===== src/mam_pkg.sv =====
// package for the memory address mux: constants, modes and carriers
package mam_pkg;

  // ************************************************************
  // widths and field positions
  // ************************************************************
  localparam int ADDR_W      = 22;
  localparam int IADDR_W     = 26;
  localparam int SD_ADDR_W   = 13;
  localparam int BANK_HI_BIT = 21;
  localparam int BANK_LO_BIT = 20;
  localparam int MASK_W      = 4;
  localparam int COL_MIN     = 8;
  localparam int COL_SEL_W   = 2;

  localparam logic [ADDR_W-1:0]  ADDR_ZERO = 22'h00_0000;
  localparam logic [MASK_W-1:0]  MASK_ALL  = 4'hf;
  localparam logic [1:0]         SHIFT_8   = 2'h0;
  localparam logic [1:0]         SHIFT_16  = 2'h1;
  localparam logic [1:0]         SHIFT_32  = 2'h2;

  // ************************************************************
  // cycle kinds and widths
  // ************************************************************
  typedef enum logic [1:0] {
    MAM_W8  = 2'h0,
    MAM_W16 = 2'h1,
    MAM_W32 = 2'h2
  } mam_width_type;

  typedef enum logic [1:0] {
    MAM_CYC_SDRAM = 2'h0,
    MAM_CYC_MEM   = 2'h1,
    MAM_CYC_IO    = 2'h2
  } mam_cycle_type;

  // one request from the memory controller core
  typedef struct packed {
    mam_cycle_type        cycle;
    mam_width_type        width;
    logic                 col_phase;   // 1: column address, 0: row address
    logic [1:0]           bank;
    logic [IADDR_W-1:0]   addr;        // internal byte address
    logic [MASK_W-1:0]    lane_en;     // byte lanes in use
  } mam_req_type;

endpackage : mam_pkg


===== src/mam_memory_address_mux.sv =====
// memory address mux: external address, bank select, byte masks, clock out
// How it works
// - top address pins: bits 21/20 or bank
// - 22-bit shared external address bus
// - row and column derived from internal address
// - column width programmable 8 to 11 bits
// - sdram address low 13, bank top two
// - io cycles show full byte address, memory cycles the width-shifted address
// - width shift for sdram and memory banks
// - no width shift for external io banks
// - system clock driven out on pin
// - separate sdram clock input accepted
// - four byte masks, one per data lane
`timescale 1ns/100ps
module mam_memory_address_mux (
  input  wire logic                           clk,
  input  wire logic                           rst_n,
  input  wire logic                           sdram_clock_in,
  input  wire logic                           req_valid,
  input  wire mam_pkg::mam_req_type           req,
  input  wire logic [mam_pkg::COL_SEL_W-1:0]  col_bits_sel,
  input  wire logic                           external_wait_n,
  output logic                                system_clock_out,
  output logic                                sdram_clock_seen,
  output logic [mam_pkg::ADDR_W-1:0]          addr_out,
  output logic                                bank_select_hi,
  output logic                                bank_select_lo,
  output logic [mam_pkg::MASK_W-1:0]          byte_lane_mask,
  output logic                                access_busy,
  output logic                                wait_active
);

  // ************************************************************
  // helper functions
  // ************************************************************
  // amount of shift for an access width
  function automatic logic [1:0] width_shift(input mam_pkg::mam_width_type w);
    logic [1:0] s;
    s = mam_pkg::SHIFT_8;
    unique case (w)
      mam_pkg::MAM_W8:  s = mam_pkg::SHIFT_8;
      mam_pkg::MAM_W16: s = mam_pkg::SHIFT_16;
      mam_pkg::MAM_W32: s = mam_pkg::SHIFT_32;
      default:          s = mam_pkg::SHIFT_8;
    endcase
    return s;
  endfunction : width_shift

  // word address after width adjustment
  function automatic logic [mam_pkg::IADDR_W-1:0] word_addr(
    input logic [mam_pkg::IADDR_W-1:0] a,
    input mam_pkg::mam_width_type      w);
    return a >> width_shift(w);
  endfunction : word_addr

  // ************************************************************
  // input synchronisers
  // ************************************************************
  logic [2:0] wait_sync_r;
  logic [2:0] wait_sync_nxt;
  logic       wait_n_r;
  logic       wait_n_nxt;
  logic [2:0] sck_sync_r;
  logic [2:0] sck_sync_nxt;
  logic       sck_r;
  logic       sck_nxt;
  logic       sck_seen_r;
  logic       sck_seen_nxt;

  // three-stage sampling, change taken when stages two and three agree
  always_comb
  begin
    wait_sync_nxt = {wait_sync_r[1:0], external_wait_n};
    sck_sync_nxt  = {sck_sync_r[1:0], sdram_clock_in};
    wait_n_nxt    = wait_n_r;
    sck_nxt       = sck_r;
    if (wait_sync_r[2] == wait_sync_r[1])
    begin
      wait_n_nxt = wait_sync_r[2];
    end
    if (sck_sync_r[2] == sck_sync_r[1])
    begin
      sck_nxt = sck_sync_r[2];
    end
    sck_seen_nxt = sck_seen_r | (sck_nxt & ~sck_r);
  end

  always_ff @(posedge clk)
  begin
    if (!rst_n)
    begin
      wait_sync_r <= 3'h7;
      wait_n_r    <= 1'b1;
      sck_sync_r  <= 3'h0;
      sck_r       <= 1'b0;
      sck_seen_r  <= 1'b0;
    end
    else
    begin
      wait_sync_r <= wait_sync_nxt;
      wait_n_r    <= wait_n_nxt;
      sck_sync_r  <= sck_sync_nxt;
      sck_r       <= sck_nxt;
      sck_seen_r  <= sck_seen_nxt;
    end
  end

  // ************************************************************
  // address generation
  // ************************************************************
  logic [mam_pkg::ADDR_W-1:0] addr_r;
  logic [mam_pkg::ADDR_W-1:0] addr_nxt;
  logic [mam_pkg::MASK_W-1:0] mask_r;
  logic [mam_pkg::MASK_W-1:0] mask_nxt;
  logic                       busy_r;
  logic                       busy_nxt;
  logic [mam_pkg::IADDR_W-1:0] wa;
  logic [mam_pkg::IADDR_W-1:0] row_full;
  logic [3:0]                  col_w;
  logic [mam_pkg::SD_ADDR_W-1:0] col_mask;
  logic                        hold;

  always_comb
  begin
    // width shift for sdram and memory banks
    wa       = word_addr(req.addr, req.width);
    col_w    = 4'(mam_pkg::COL_MIN) + 4'(col_bits_sel);
    col_mask = mam_pkg::SD_ADDR_W'((1 << col_w) - 1);
    // row taken above the column bits
    row_full = wa >> col_w;
    hold     = busy_r & ~wait_n_r;
    addr_nxt = addr_r;
    mask_nxt = mask_r;
    busy_nxt = 1'b0;
    // hold address while wait stretches the access
    if (hold)
    begin
      busy_nxt = 1'b1;
    end
    else if (req_valid)
    begin
      addr_nxt = mam_pkg::ADDR_ZERO;
      mask_nxt = mam_pkg::MASK_ALL;
      unique case (req.cycle)
        mam_pkg::MAM_CYC_SDRAM:
        begin
          // row or column low, bank at top
          if (req.col_phase)
          begin
            addr_nxt[mam_pkg::SD_ADDR_W-1:0] = wa[mam_pkg::SD_ADDR_W-1:0] & col_mask;
          end
          else
          begin
            addr_nxt[mam_pkg::SD_ADDR_W-1:0] = row_full[mam_pkg::SD_ADDR_W-1:0];
          end
          // bank select on top two pins
          addr_nxt[mam_pkg::BANK_HI_BIT] = req.bank[1];
          addr_nxt[mam_pkg::BANK_LO_BIT] = req.bank[0];
          mask_nxt = ~req.lane_en;
        end
        mam_pkg::MAM_CYC_MEM:
        begin
          addr_nxt = wa[mam_pkg::ADDR_W-1:0];
          busy_nxt = 1'b1;
        end
        mam_pkg::MAM_CYC_IO:
        begin
          // raw byte address, board wiring selects lines
          addr_nxt = req.addr[mam_pkg::ADDR_W-1:0];
          busy_nxt = 1'b1;
        end
        default:
        begin
          addr_nxt = addr_r;
        end
      endcase
    end
  end

  always_ff @(posedge clk)
  begin
    if (!rst_n)
    begin
      addr_r <= mam_pkg::ADDR_ZERO;
      mask_r <= mam_pkg::MASK_ALL;
      busy_r <= 1'b0;
    end
    else
    begin
      addr_r <= addr_nxt;
      mask_r <= mask_nxt;
      busy_r <= busy_nxt;
    end
  end

  // ************************************************************
  // outputs
  // ************************************************************
  // system clock driven out
  assign system_clock_out = clk;
  assign sdram_clock_seen = sck_seen_r;
  assign addr_out       = addr_r;
  assign bank_select_hi = addr_r[mam_pkg::BANK_HI_BIT];
  assign bank_select_lo = addr_r[mam_pkg::BANK_LO_BIT];
  assign byte_lane_mask = mask_r;
  assign access_busy    = busy_r;
  assign wait_active    = busy_r & ~wait_n_r;

  // ************************************************************
  // checks
  // ************************************************************
  property p_hold;
    @(posedge clk) disable iff (!rst_n)
      (busy_r && !wait_n_r) |=> $stable(addr_r) && busy_r;
  endproperty
  a_hold: assert property (p_hold) else $error("address moved during wait");

  property p_bank;
    @(posedge clk) disable iff (!rst_n)
      (req_valid && !hold && req.cycle == mam_pkg::MAM_CYC_SDRAM)
        |=> {bank_select_hi, bank_select_lo} == $past(req.bank);
  endproperty
  a_bank: assert property (p_bank) else $error("bank select wrong");

  property p_io;
    @(posedge clk) disable iff (!rst_n)
      (req_valid && !hold && req.cycle == mam_pkg::MAM_CYC_IO)
        |=> addr_out == $past(req.addr[mam_pkg::ADDR_W-1:0]);
  endproperty
  a_io: assert property (p_io) else $error("io address adjusted");

  property p_mem;
    @(posedge clk) disable iff (!rst_n)
      (req_valid && !hold && req.cycle == mam_pkg::MAM_CYC_MEM && req.width == mam_pkg::MAM_W32)
        |=> addr_out == $past(req.addr[mam_pkg::ADDR_W+1:2]);
  endproperty
  a_mem: assert property (p_mem) else $error("memory address not shifted");

  property p_col;
    @(posedge clk) disable iff (!rst_n)
      (req_valid && !hold && req.cycle == mam_pkg::MAM_CYC_SDRAM && req.col_phase
       && col_bits_sel == 2'h0 && req.width == mam_pkg::MAM_W8)
        |=> addr_out[mam_pkg::SD_ADDR_W-1:0] == 13'(($past(req.addr)) & 26'h00_00ff);
  endproperty
  a_col: assert property (p_col) else $error("column address wrong");

  property p_row;
    @(posedge clk) disable iff (!rst_n)
      (req_valid && !hold && req.cycle == mam_pkg::MAM_CYC_SDRAM && !req.col_phase
       && col_bits_sel == 2'h3 && req.width == mam_pkg::MAM_W8)
        |=> addr_out[mam_pkg::SD_ADDR_W-1:0] == 13'($past(req.addr) >> 11);
  endproperty
  a_row: assert property (p_row) else $error("row address wrong");

  property p_mid;
    @(posedge clk) disable iff (!rst_n)
      (req_valid && !hold && req.cycle == mam_pkg::MAM_CYC_SDRAM)
        |=> addr_out[19:13] == 7'h00;
  endproperty
  a_mid: assert property (p_mid) else $error("unused sdram pins driven");

  property p_mask;
    @(posedge clk) disable iff (!rst_n)
      (req_valid && !hold && req.cycle == mam_pkg::MAM_CYC_SDRAM)
        |=> byte_lane_mask == ~$past(req.lane_en);
  endproperty
  a_mask: assert property (p_mask) else $error("byte mask wrong");

  // busy must drop once wait is gone and no new async access is taken
  property p_wait;
    @(posedge clk) disable iff (!rst_n)
      (!wait_active && !(req_valid && (req.cycle == mam_pkg::MAM_CYC_MEM
       || req.cycle == mam_pkg::MAM_CYC_IO))) |=> !access_busy;
  endproperty
  a_wait: assert property (p_wait) else $error("access outlived the wait");

endmodule : mam_memory_address_mux


===== config.mk =====
export PLATFORM = sky130hd
export DESIGN_NAME = mam_memory_address_mux
export DESIGN_NICKNAME = d
export VERILOG_FILES = /design/src/mam_pkg.sv /design/src/mam_memory_address_mux.sv
export SDC_FILE = /design/constraint.sdc
export NUM_CORES = 1
export LEC_CHECK = 0
export BUFFER_PORTS_ARGS = -buffer_cell sky130_fd_sc_hd__buf_2
export CORE_UTILIZATION = 35
export CTS_CLUSTER_DIAMETER = 50
export CTS_CLUSTER_SIZE = 20
export DETAILED_ROUTE_END_ITERATION = 10
export GPL_TIMING_DRIVEN = 0
export PLACE_DENSITY_LB_ADDON = 0.3
export SYNTH_ARGS = -nofsm -noshare
export SYNTH_HDL_FRONTEND = slang
export SYNTH_SLANG_ARGS = --single-unit
export TNS_END_PERCENT = 20

===== constraint.sdc =====
create_clock -name clk -period 3.2 [get_ports clk]
set_clock_uncertainty 0.15 [all_clocks]
set_input_delay 0.64 -clock clk [delete_from_list [all_inputs] [get_ports clk]]
set_output_delay 0.64 -clock clk [all_outputs]
set_load 0.02 [all_outputs]

=== Word level (Yosys, flattened, before mapping) ===
Cells that the tools add are included.

* Word-level logic and storage cells: 42
* Bits of input ports: 44
* Output and inout port bits: 32
* Register bits: 36

* Equality and inequality tests: 6
* Shift-type cells: 3
* Reductions and logical operators: 5
* Bitwise gates (word level): 8
* Multiplexer cells: 10
* Add/subtract/negate cells: 2

{| class="wikitable"
|+ Operator list
! operator !! number
|-
| case mux 13 bit (3 select lines) || 1
|-
| right shift 26 x 2 -> 26 bit || 1
|-
| right shift 26 x 4 -> 13 bit || 1
|-
| case mux 7 bit (3 select lines) || 1
|-
| bitwise AND 13 bit || 1
|-
| 2-to-1 mux 13 bit || 1
|-
| << shifter 1 x 4 -> 13 bit, first input constant || 1
|-
| subtractor 13 x 2 -> 13 bit, second input constant || 1
|-
| case mux 2 bit (3 select lines) || 1
|-
| adder 4 x 2 -> 4 bit, first input constant || 1
|-
| equality test 2 x 1 -> 1 bit, second input constant || 2
|-
| equality test 2 bit, second input constant || 2
|-
| 2-to-1 mux 1 bit || 4
|-
| 2-to-1 mux 4 bit || 1
|-
| inverter 4 bit || 1
|-
| case mux 2 bit (2 select lines) || 1
|-
| inverter 1 bit || 3
|-
| AND reduction 3 bit || 1
|-
| nonzero test 3 bit || 1
|-
| bitwise AND 1 bit || 2
|-
| equality test 1 bit || 2
|-
| logical NOT 2 bit || 1
|-
| AND reduction 2 bit || 1
|-
| OR reduction 2 bit || 1
|-
| bitwise OR 1 bit || 1
|}

=== Depth between registers and ports, before layout ===
Gate-level depths: netlist of the first run.

* Depth after elaboration: 6
* Mapped depth: 8
* Gate-level depth less buffers: 7

==> summary.txt, run 1 <==
Outcome
  – Run status: complete, no violations

Synth
  – Register bit count reported by yosys: 36
  – Synth unique cells: 52
  – Primary FF master, synth: dfxtp_1
  – Share of synthesized registers carrying an async set or reset: 0%
  – Mapped Cells: around 380
  – Cell area after synthesis: 3090 sq um
  – Syn avg cell area: approximately 8 sq um
  – EDFF count, synth: 0
  – Register area share after synthesis: between 20% and 30%
  – YS warnings: 0
  – Synthesized Nets: around 430

Setup path
  – Crit. End Element: output pin
  – Worst setup path start: clk
  – Data arrival, critical path: between 2000 and 2500 ps
  – Kind of critical path: clk2out
  – Crit path required time: 2410 ps
  – R2r startpoint: wait_n_r
  – Worst-path fanout max: 2
  – Startpoint Class: clock port

Detailed routing
  – Drt first pass iters: 8
  – Final wirelength: 10900 microns
  – Wire per inst: 19.0 microns
  – Avg Vias per Cell: 5.99
  – DRT iter0 DRCs: around 240
  – DRC violations left: 0
  – Total number of vias: 3412
  – Post-route antenna net violation count: 0

STA
  – Pins over their slew limit: 0
  – RSZ-0062 raised after global routing: no
  – Worst slew margin: 54.2%
  – # setup viols final: 0
  – Worst-Margin Slew: between 600 and 700 ps
  – Final setup TNS: 0 ps
  – Fin. Hold Viols: 0
  – Setup ws final: 328 ps

Die
  – Die width: 95.9 microns
  – Initial core utilization: between 30% and 40%
  – I/O pin cnt: 76
  – Site row count: 33
  – Die area: 9200 sq um
  – Die Y-Extent: 95.9 microns
  – Core ar.: 8380 sq um

Finish
  – Post-route cell area: between 3000 and 4000 sq um
  – Diodes inserted: 0
  – Share of cells above drive strength 1: 23.7%
  – Most common cell after layout, fill and taps aside: buf_2
  – Commonest cells after routing, fill and taps aside: buf_2, mux2i_1, nand2_1
  – FILL cells: around 910
  – Area of the multi-input gates: roughly 2100 sq um
  – Post-route insts no fill: 570
  – P&R area growth vs syn: 19.9%
  – Layout Nets: roughly 500
  – Register Area: approximately 720 sq um

Worst hold path
  – Hold Path Origin: external_wait_n
  – Hold Path Class: in2reg

Pwr
  – Worst vdd ir: a little under 0.3 mV
  – Total design power: approximately 1400 uW
  – Leak: 0.00169 uW
  – PD cells: between 300 and 400 nW/um^2

Placement
  – RePlAce Congestion: slightly above 0.9
  – Post-Place Worst Slack: ~400 ps
  – I/O Buffers: about 70
  – HPWL Detailed: 8200 microns
  – Dpl cells: between 500 and 600
  – Placed inst area: roughly 3600 sq um

Global routing
  – Initial antenna violation count: 0
  – Vias in the first global route: around 3200
  – GR Util All Layers: 24.7%
  – Grt ovf: 0
  – Largest net degree at the start of global routing: 13
  – First-pass GRT wire length: approximately 17000 microns

Clock tree
  – Post-cts hold buffer count: 0
  – Postcts setup bufs: 0
  – Clk pin slew, worst setup/hold paths: roughly 90 ps
  – CTS tree: done
  – Post_cts resized: 0
  – Skew-Pair Late Insertion Delay: roughly 400 ps

Flow run
  – Max_cap viols: 0
## kinds of logic (layout without fill, tap and decap cells)
kind of cell / after synthesis / in the layout / synth area share, %
AND/OR/NAND/NOR: 113 / 113 / 17.3
multiplexers: 60 / 60 / 20.3
flip-flops: 36 / 36 / 23.3
AO/OA/AOI/OAI: 119 / 119 / 28.4
XOR/XNOR: 1 / 1 / 0.892
buffers and inverters: 49 / 131 / 7.74
adder cells (fa/ha/maj): 5 / 5 / 2.03
## sequential cells by signal, indices dropped and copies added, names as in the netlist
name,cells
access_busy,1
addr_out,22
byte_lane_mask,4
sck_r,1
sck_sync_r,3
sdram_clock_seen,1
wait_n_r,1
wait_sync_r,3
## worst max-delay path: stages
cell	delay, ps
clkbuf_8	110
clkbuf_8	120
buf_4	110
buf_2	140
## stage by stage
stage,hold WS [ps],util (%)
after global placement,250,42.6
after floorplan,236,-
final,262,44.2
after global routing,263,44.2
after detailed placement,259,42.6
after CTS,258,44.2
## Yosys cell counts, types with 10 or more instances
library cell  count  share of area (%)
and2_1           11                2.2
o21ai_0          28                4.5
dfxtp_1          36                 23
a22oi_1          16                3.9
mux2i_1          51                 17
a21oi_1          10                1.6
clkbuf_1         19                2.3
a221oi_1         12                3.4
nor2_1           24                2.9
inv_1            14                1.7
nand2_1          43                5.2
## cell type report
class	count	share of cell area (%)
clock buffer	9	3.11
inverter	15	1.52
multi-input combinational	298	57.5
sequential	36	19.5
timing repair buffer	70	9.46
buffer	34	4.93
tap	105	3.55
clock inverter	3	0.507
## layer usage
| metal | GRT usage (%) | up-vias | share of wire, % |
|---|---|---|---|
| li1 | - | 1592 | - |
| met1 | 33.3 | 1631 | 44 |
| met2 | 38.8 | 159 | 46 |
| met3 | 4.50 | 30 | 7.1 |
| met4 | 9.83 | 0 | 3.1 |
| met5 | 0 | - | 0 |
## final timing paths
| path | depth (start not counted) | slack [ps] | endpoint |
|---|---|---|---|
| worst max-delay path | 4 | 330 | system_clock_out |
| worst min-delay path | 2 | 260 | wait_sync_r[0] |
| worst max register to register | 6 | 1180 | addr_out[8] |
| worst min register to register | 1 | 280 | wait_sync_r[1] |
## report_power, final
group	internal [uW]	total, uW	switching (uW)
clock	255	482	227
sequential	472	487	14.2
combinational	174	459	285
total	901	1430	526
Note: power is estimated with default switching activity, not from simulation.
==> run 2, diff against run 1 <==
--- a/config.mk
+++ b/config.mk
@@ -6,7 +6,8 @@
 export NUM_CORES = 1
 export LEC_CHECK = 0
 export BUFFER_PORTS_ARGS = -buffer_cell sky130_fd_sc_hd__buf_2
-export CORE_UTILIZATION = 35
+export CORE_UTILIZATION = 40
+export CTS_BUF_LIST = sky130_fd_sc_hd__clkbuf_8 sky130_fd_sc_hd__clkbuf_16
 export CTS_CLUSTER_DIAMETER = 50
 export CTS_CLUSTER_SIZE = 20
 export DETAILED_ROUTE_END_ITERATION = 10
==> run 2 against run 1 <==
Net effect:
- register-to-register slack lost 20 ps
- power shrank 0.68%
- first-iteration DRC count grew 39%
- critical path depth is the same
- worst hold slack lost 3.8 ps
- count of clock-buffer cells in the layout is the same
- via count grew 0.41%
- largest cell class unchanged
==> summary.txt, run 2 (same netlist as run 1, synthesis figures left out) <==
Worst hold path
  – Hold Path Class: reg2reg

Pwr
  – PD cells: 384 nW/um^2 (-0.48%)
  – P_int: 901 uW (about the same)
  – Leak: 0.00169 uW (unchanged)
  – Clk pwr share: 33.2% (-0.6 points)
  – Psw: 517 uW (-1.8%)
  – Comb power frac: 32.5% (+0.4 points)
  – Flop pwr share: 34.3% (+0.2 points)
  – Worst vdd ir: 0.281 mV (-4.7%)
  – Sw frac: 36.5% (-0.42 points)

Global routing
  – Largest net degree at the start of global routing: 13 (unchanged)
  – Grt ovf: 0 (unchanged)
  – Initial antenna violation count: 0 (unchanged)
  – GR Util All Layers: 26.5% (+1.7 points)
  – First-pass GRT wire length: 16700 microns (-1.6%)
  – Vias in the first global route: 3278 (+2.1%)

STA
  – Pins over their slew limit: 0 (unchanged)
  – Setup ws final: 329 ps (+1.33 ps)
  – Final setup TNS: 0 ps (unchanged)
  – Fin. Hold Viols: 0 (unchanged)
  – Hold Slack: 258 ps (-3.83 ps)
  – RSZ-0062 raised after global routing: no
  – # setup viols final: 0 (unchanged)
  – Worst slew margin: 50.9% (-3.3 points)
  – Worst-Margin Slew: 716 ps (+48.4 ps)

Finish
  – Diodes inserted: 0 (unchanged)
  – Most common cell after layout, fill and taps aside: buf_2
  – Share of cells above drive strength 1: 23.7% (unchanged)
  – P&R area growth vs syn: 19.7%
  – Post-route cell area: 3700 sq um (-0.20%)
  – Commonest cells after routing, fill and taps aside: buf_2, mux2i_1, nand2_1
  – FILL cells: 743 (-18%)
  – Max reg flops: 22 (unchanged)
  – Layout Nets: 513 (unchanged)
  – Post-Route Utilization: 50.2% (+6.0 points)
  – Register Area: 721 sq um (unchanged)
  – Area of the multi-input gates: 2130 sq um (unchanged)

Setup path
  – Worst-path fanout max: 2 (unchanged)
  – Kind of critical path: clk2out
  – Startpoint Class: clock port
  – Data arrival, critical path: 2080 ps (about the same)
  – Crit path required time: 2410 ps (about the same)
  – Crit. End Element: output pin

Die
  – Die Y-Extent: 89.9 microns (-6.3%)
  – Die width: 89.9 microns (-6.3%)
  – Site row count: 31 (-6.1%)
  – Core ar.: 7370 sq um (-12%)
  – Die area: 8070 sq um (-12%)
  – Initial core utilization: 41.9% (+5.1 points)
  – I/O pin cnt: 76 (unchanged)

Detailed routing
  – Total number of vias: 3426 (+0.41%)
  – Final wirelength: 10600 microns (-2.7%)
  – Post-route antenna net violation count: 0 (unchanged)
  – DRT iter0 DRCs: 337 (+39%)
  – Avg Vias per Cell: 6.07 (+1.5%)
  – Wire per inst: 18.7 microns (-1.7%)
  – Drt first pass iters: 5 (-3)
  – DRC violations left: 0 (unchanged)

Clock tree
  – CTS tree: done
  – Post_cts resized: 0 (unchanged)
  – Post-cts hold buffer count: 0 (unchanged)
  – Skew-Pair Late Insertion Delay: 400 ps (about the same)
  – Postcts setup bufs: 0 (unchanged)
  – Clk pin slew, worst setup/hold paths: 80 ps (about the same)

Outcome
  – Run status: complete, no violations

Flow run
  – Max_cap viols: 0 (unchanged)

Placement
  – HPWL Detailed: 8160 microns (-0.40%)
  – Post-Place Worst Slack: 474 ps (+74.6 ps)
  – I/O Buffers: 71 (unchanged)
  – RePlAce Congestion: 0.956 (+3.3%)
  – Placed inst area: 3570 sq um (-0.21%)
run 2: area by class of cell:
cell class	instances	area share, %
clock inverters	3	0.508
repair buffers	70	9.48
flip-flops and latches	36	19.5
clock buffers	9	3.11
inverters	15	1.52
multi-input cells	298	57.6
well taps	99	3.35
plain buffers	34	4.94
run 2: path summary, 6_finish.rpt:
check / from / end / slack, ps / cells past startpoint
worst max-delay path: clk / system_clock_out / 330 / 4
worst min-delay path: wait_sync_r[0] / wait_sync_r[1] / 260 / 1
worst max register to register: wait_n_r / addr_out[12] / 1160 / 7
worst min register to register: wait_sync_r[0] / wait_sync_r[1] / 260 / 1
run 2: per-stage QoR:
| step | cells | total power (uW) |
|---|---|---|
| finish | 564 | 1420 |
| global route | 564 | 1480 |
| CTS | 564 | 1420 |
| detailed placement | 553 | 993 |
| global placement | 553 | 989 |
| floorplan | 383 | 828 |
run 2: power groups by stage:
stage / registers, uW / logic, uW / clock network, uW
after global placement: 496 / 447 / 46.0
after detailed placement: 497 / 450 / 46.0
after CTS: 487 / 451 / 479
final: 487 / 460 / 471
after floorplan: 521 / 270 / 36.5
after global routing: 490 / 493 / 501
run 2: worst max-delay path, stage by stage:
cell and delay (ps):
clkbuf_8 110, clkbuf_8 110, buf_4 110, buf_2 140
run 2: metal layers:
layer,track usage (%),vias to the layer above,part of all wire (%)
met5,0,-,0
met3,5.75,45,6.8
met1,33.9,1604,44
li1,-,1596,-
met4,16.3,0,5.6
met2,40.5,181,44
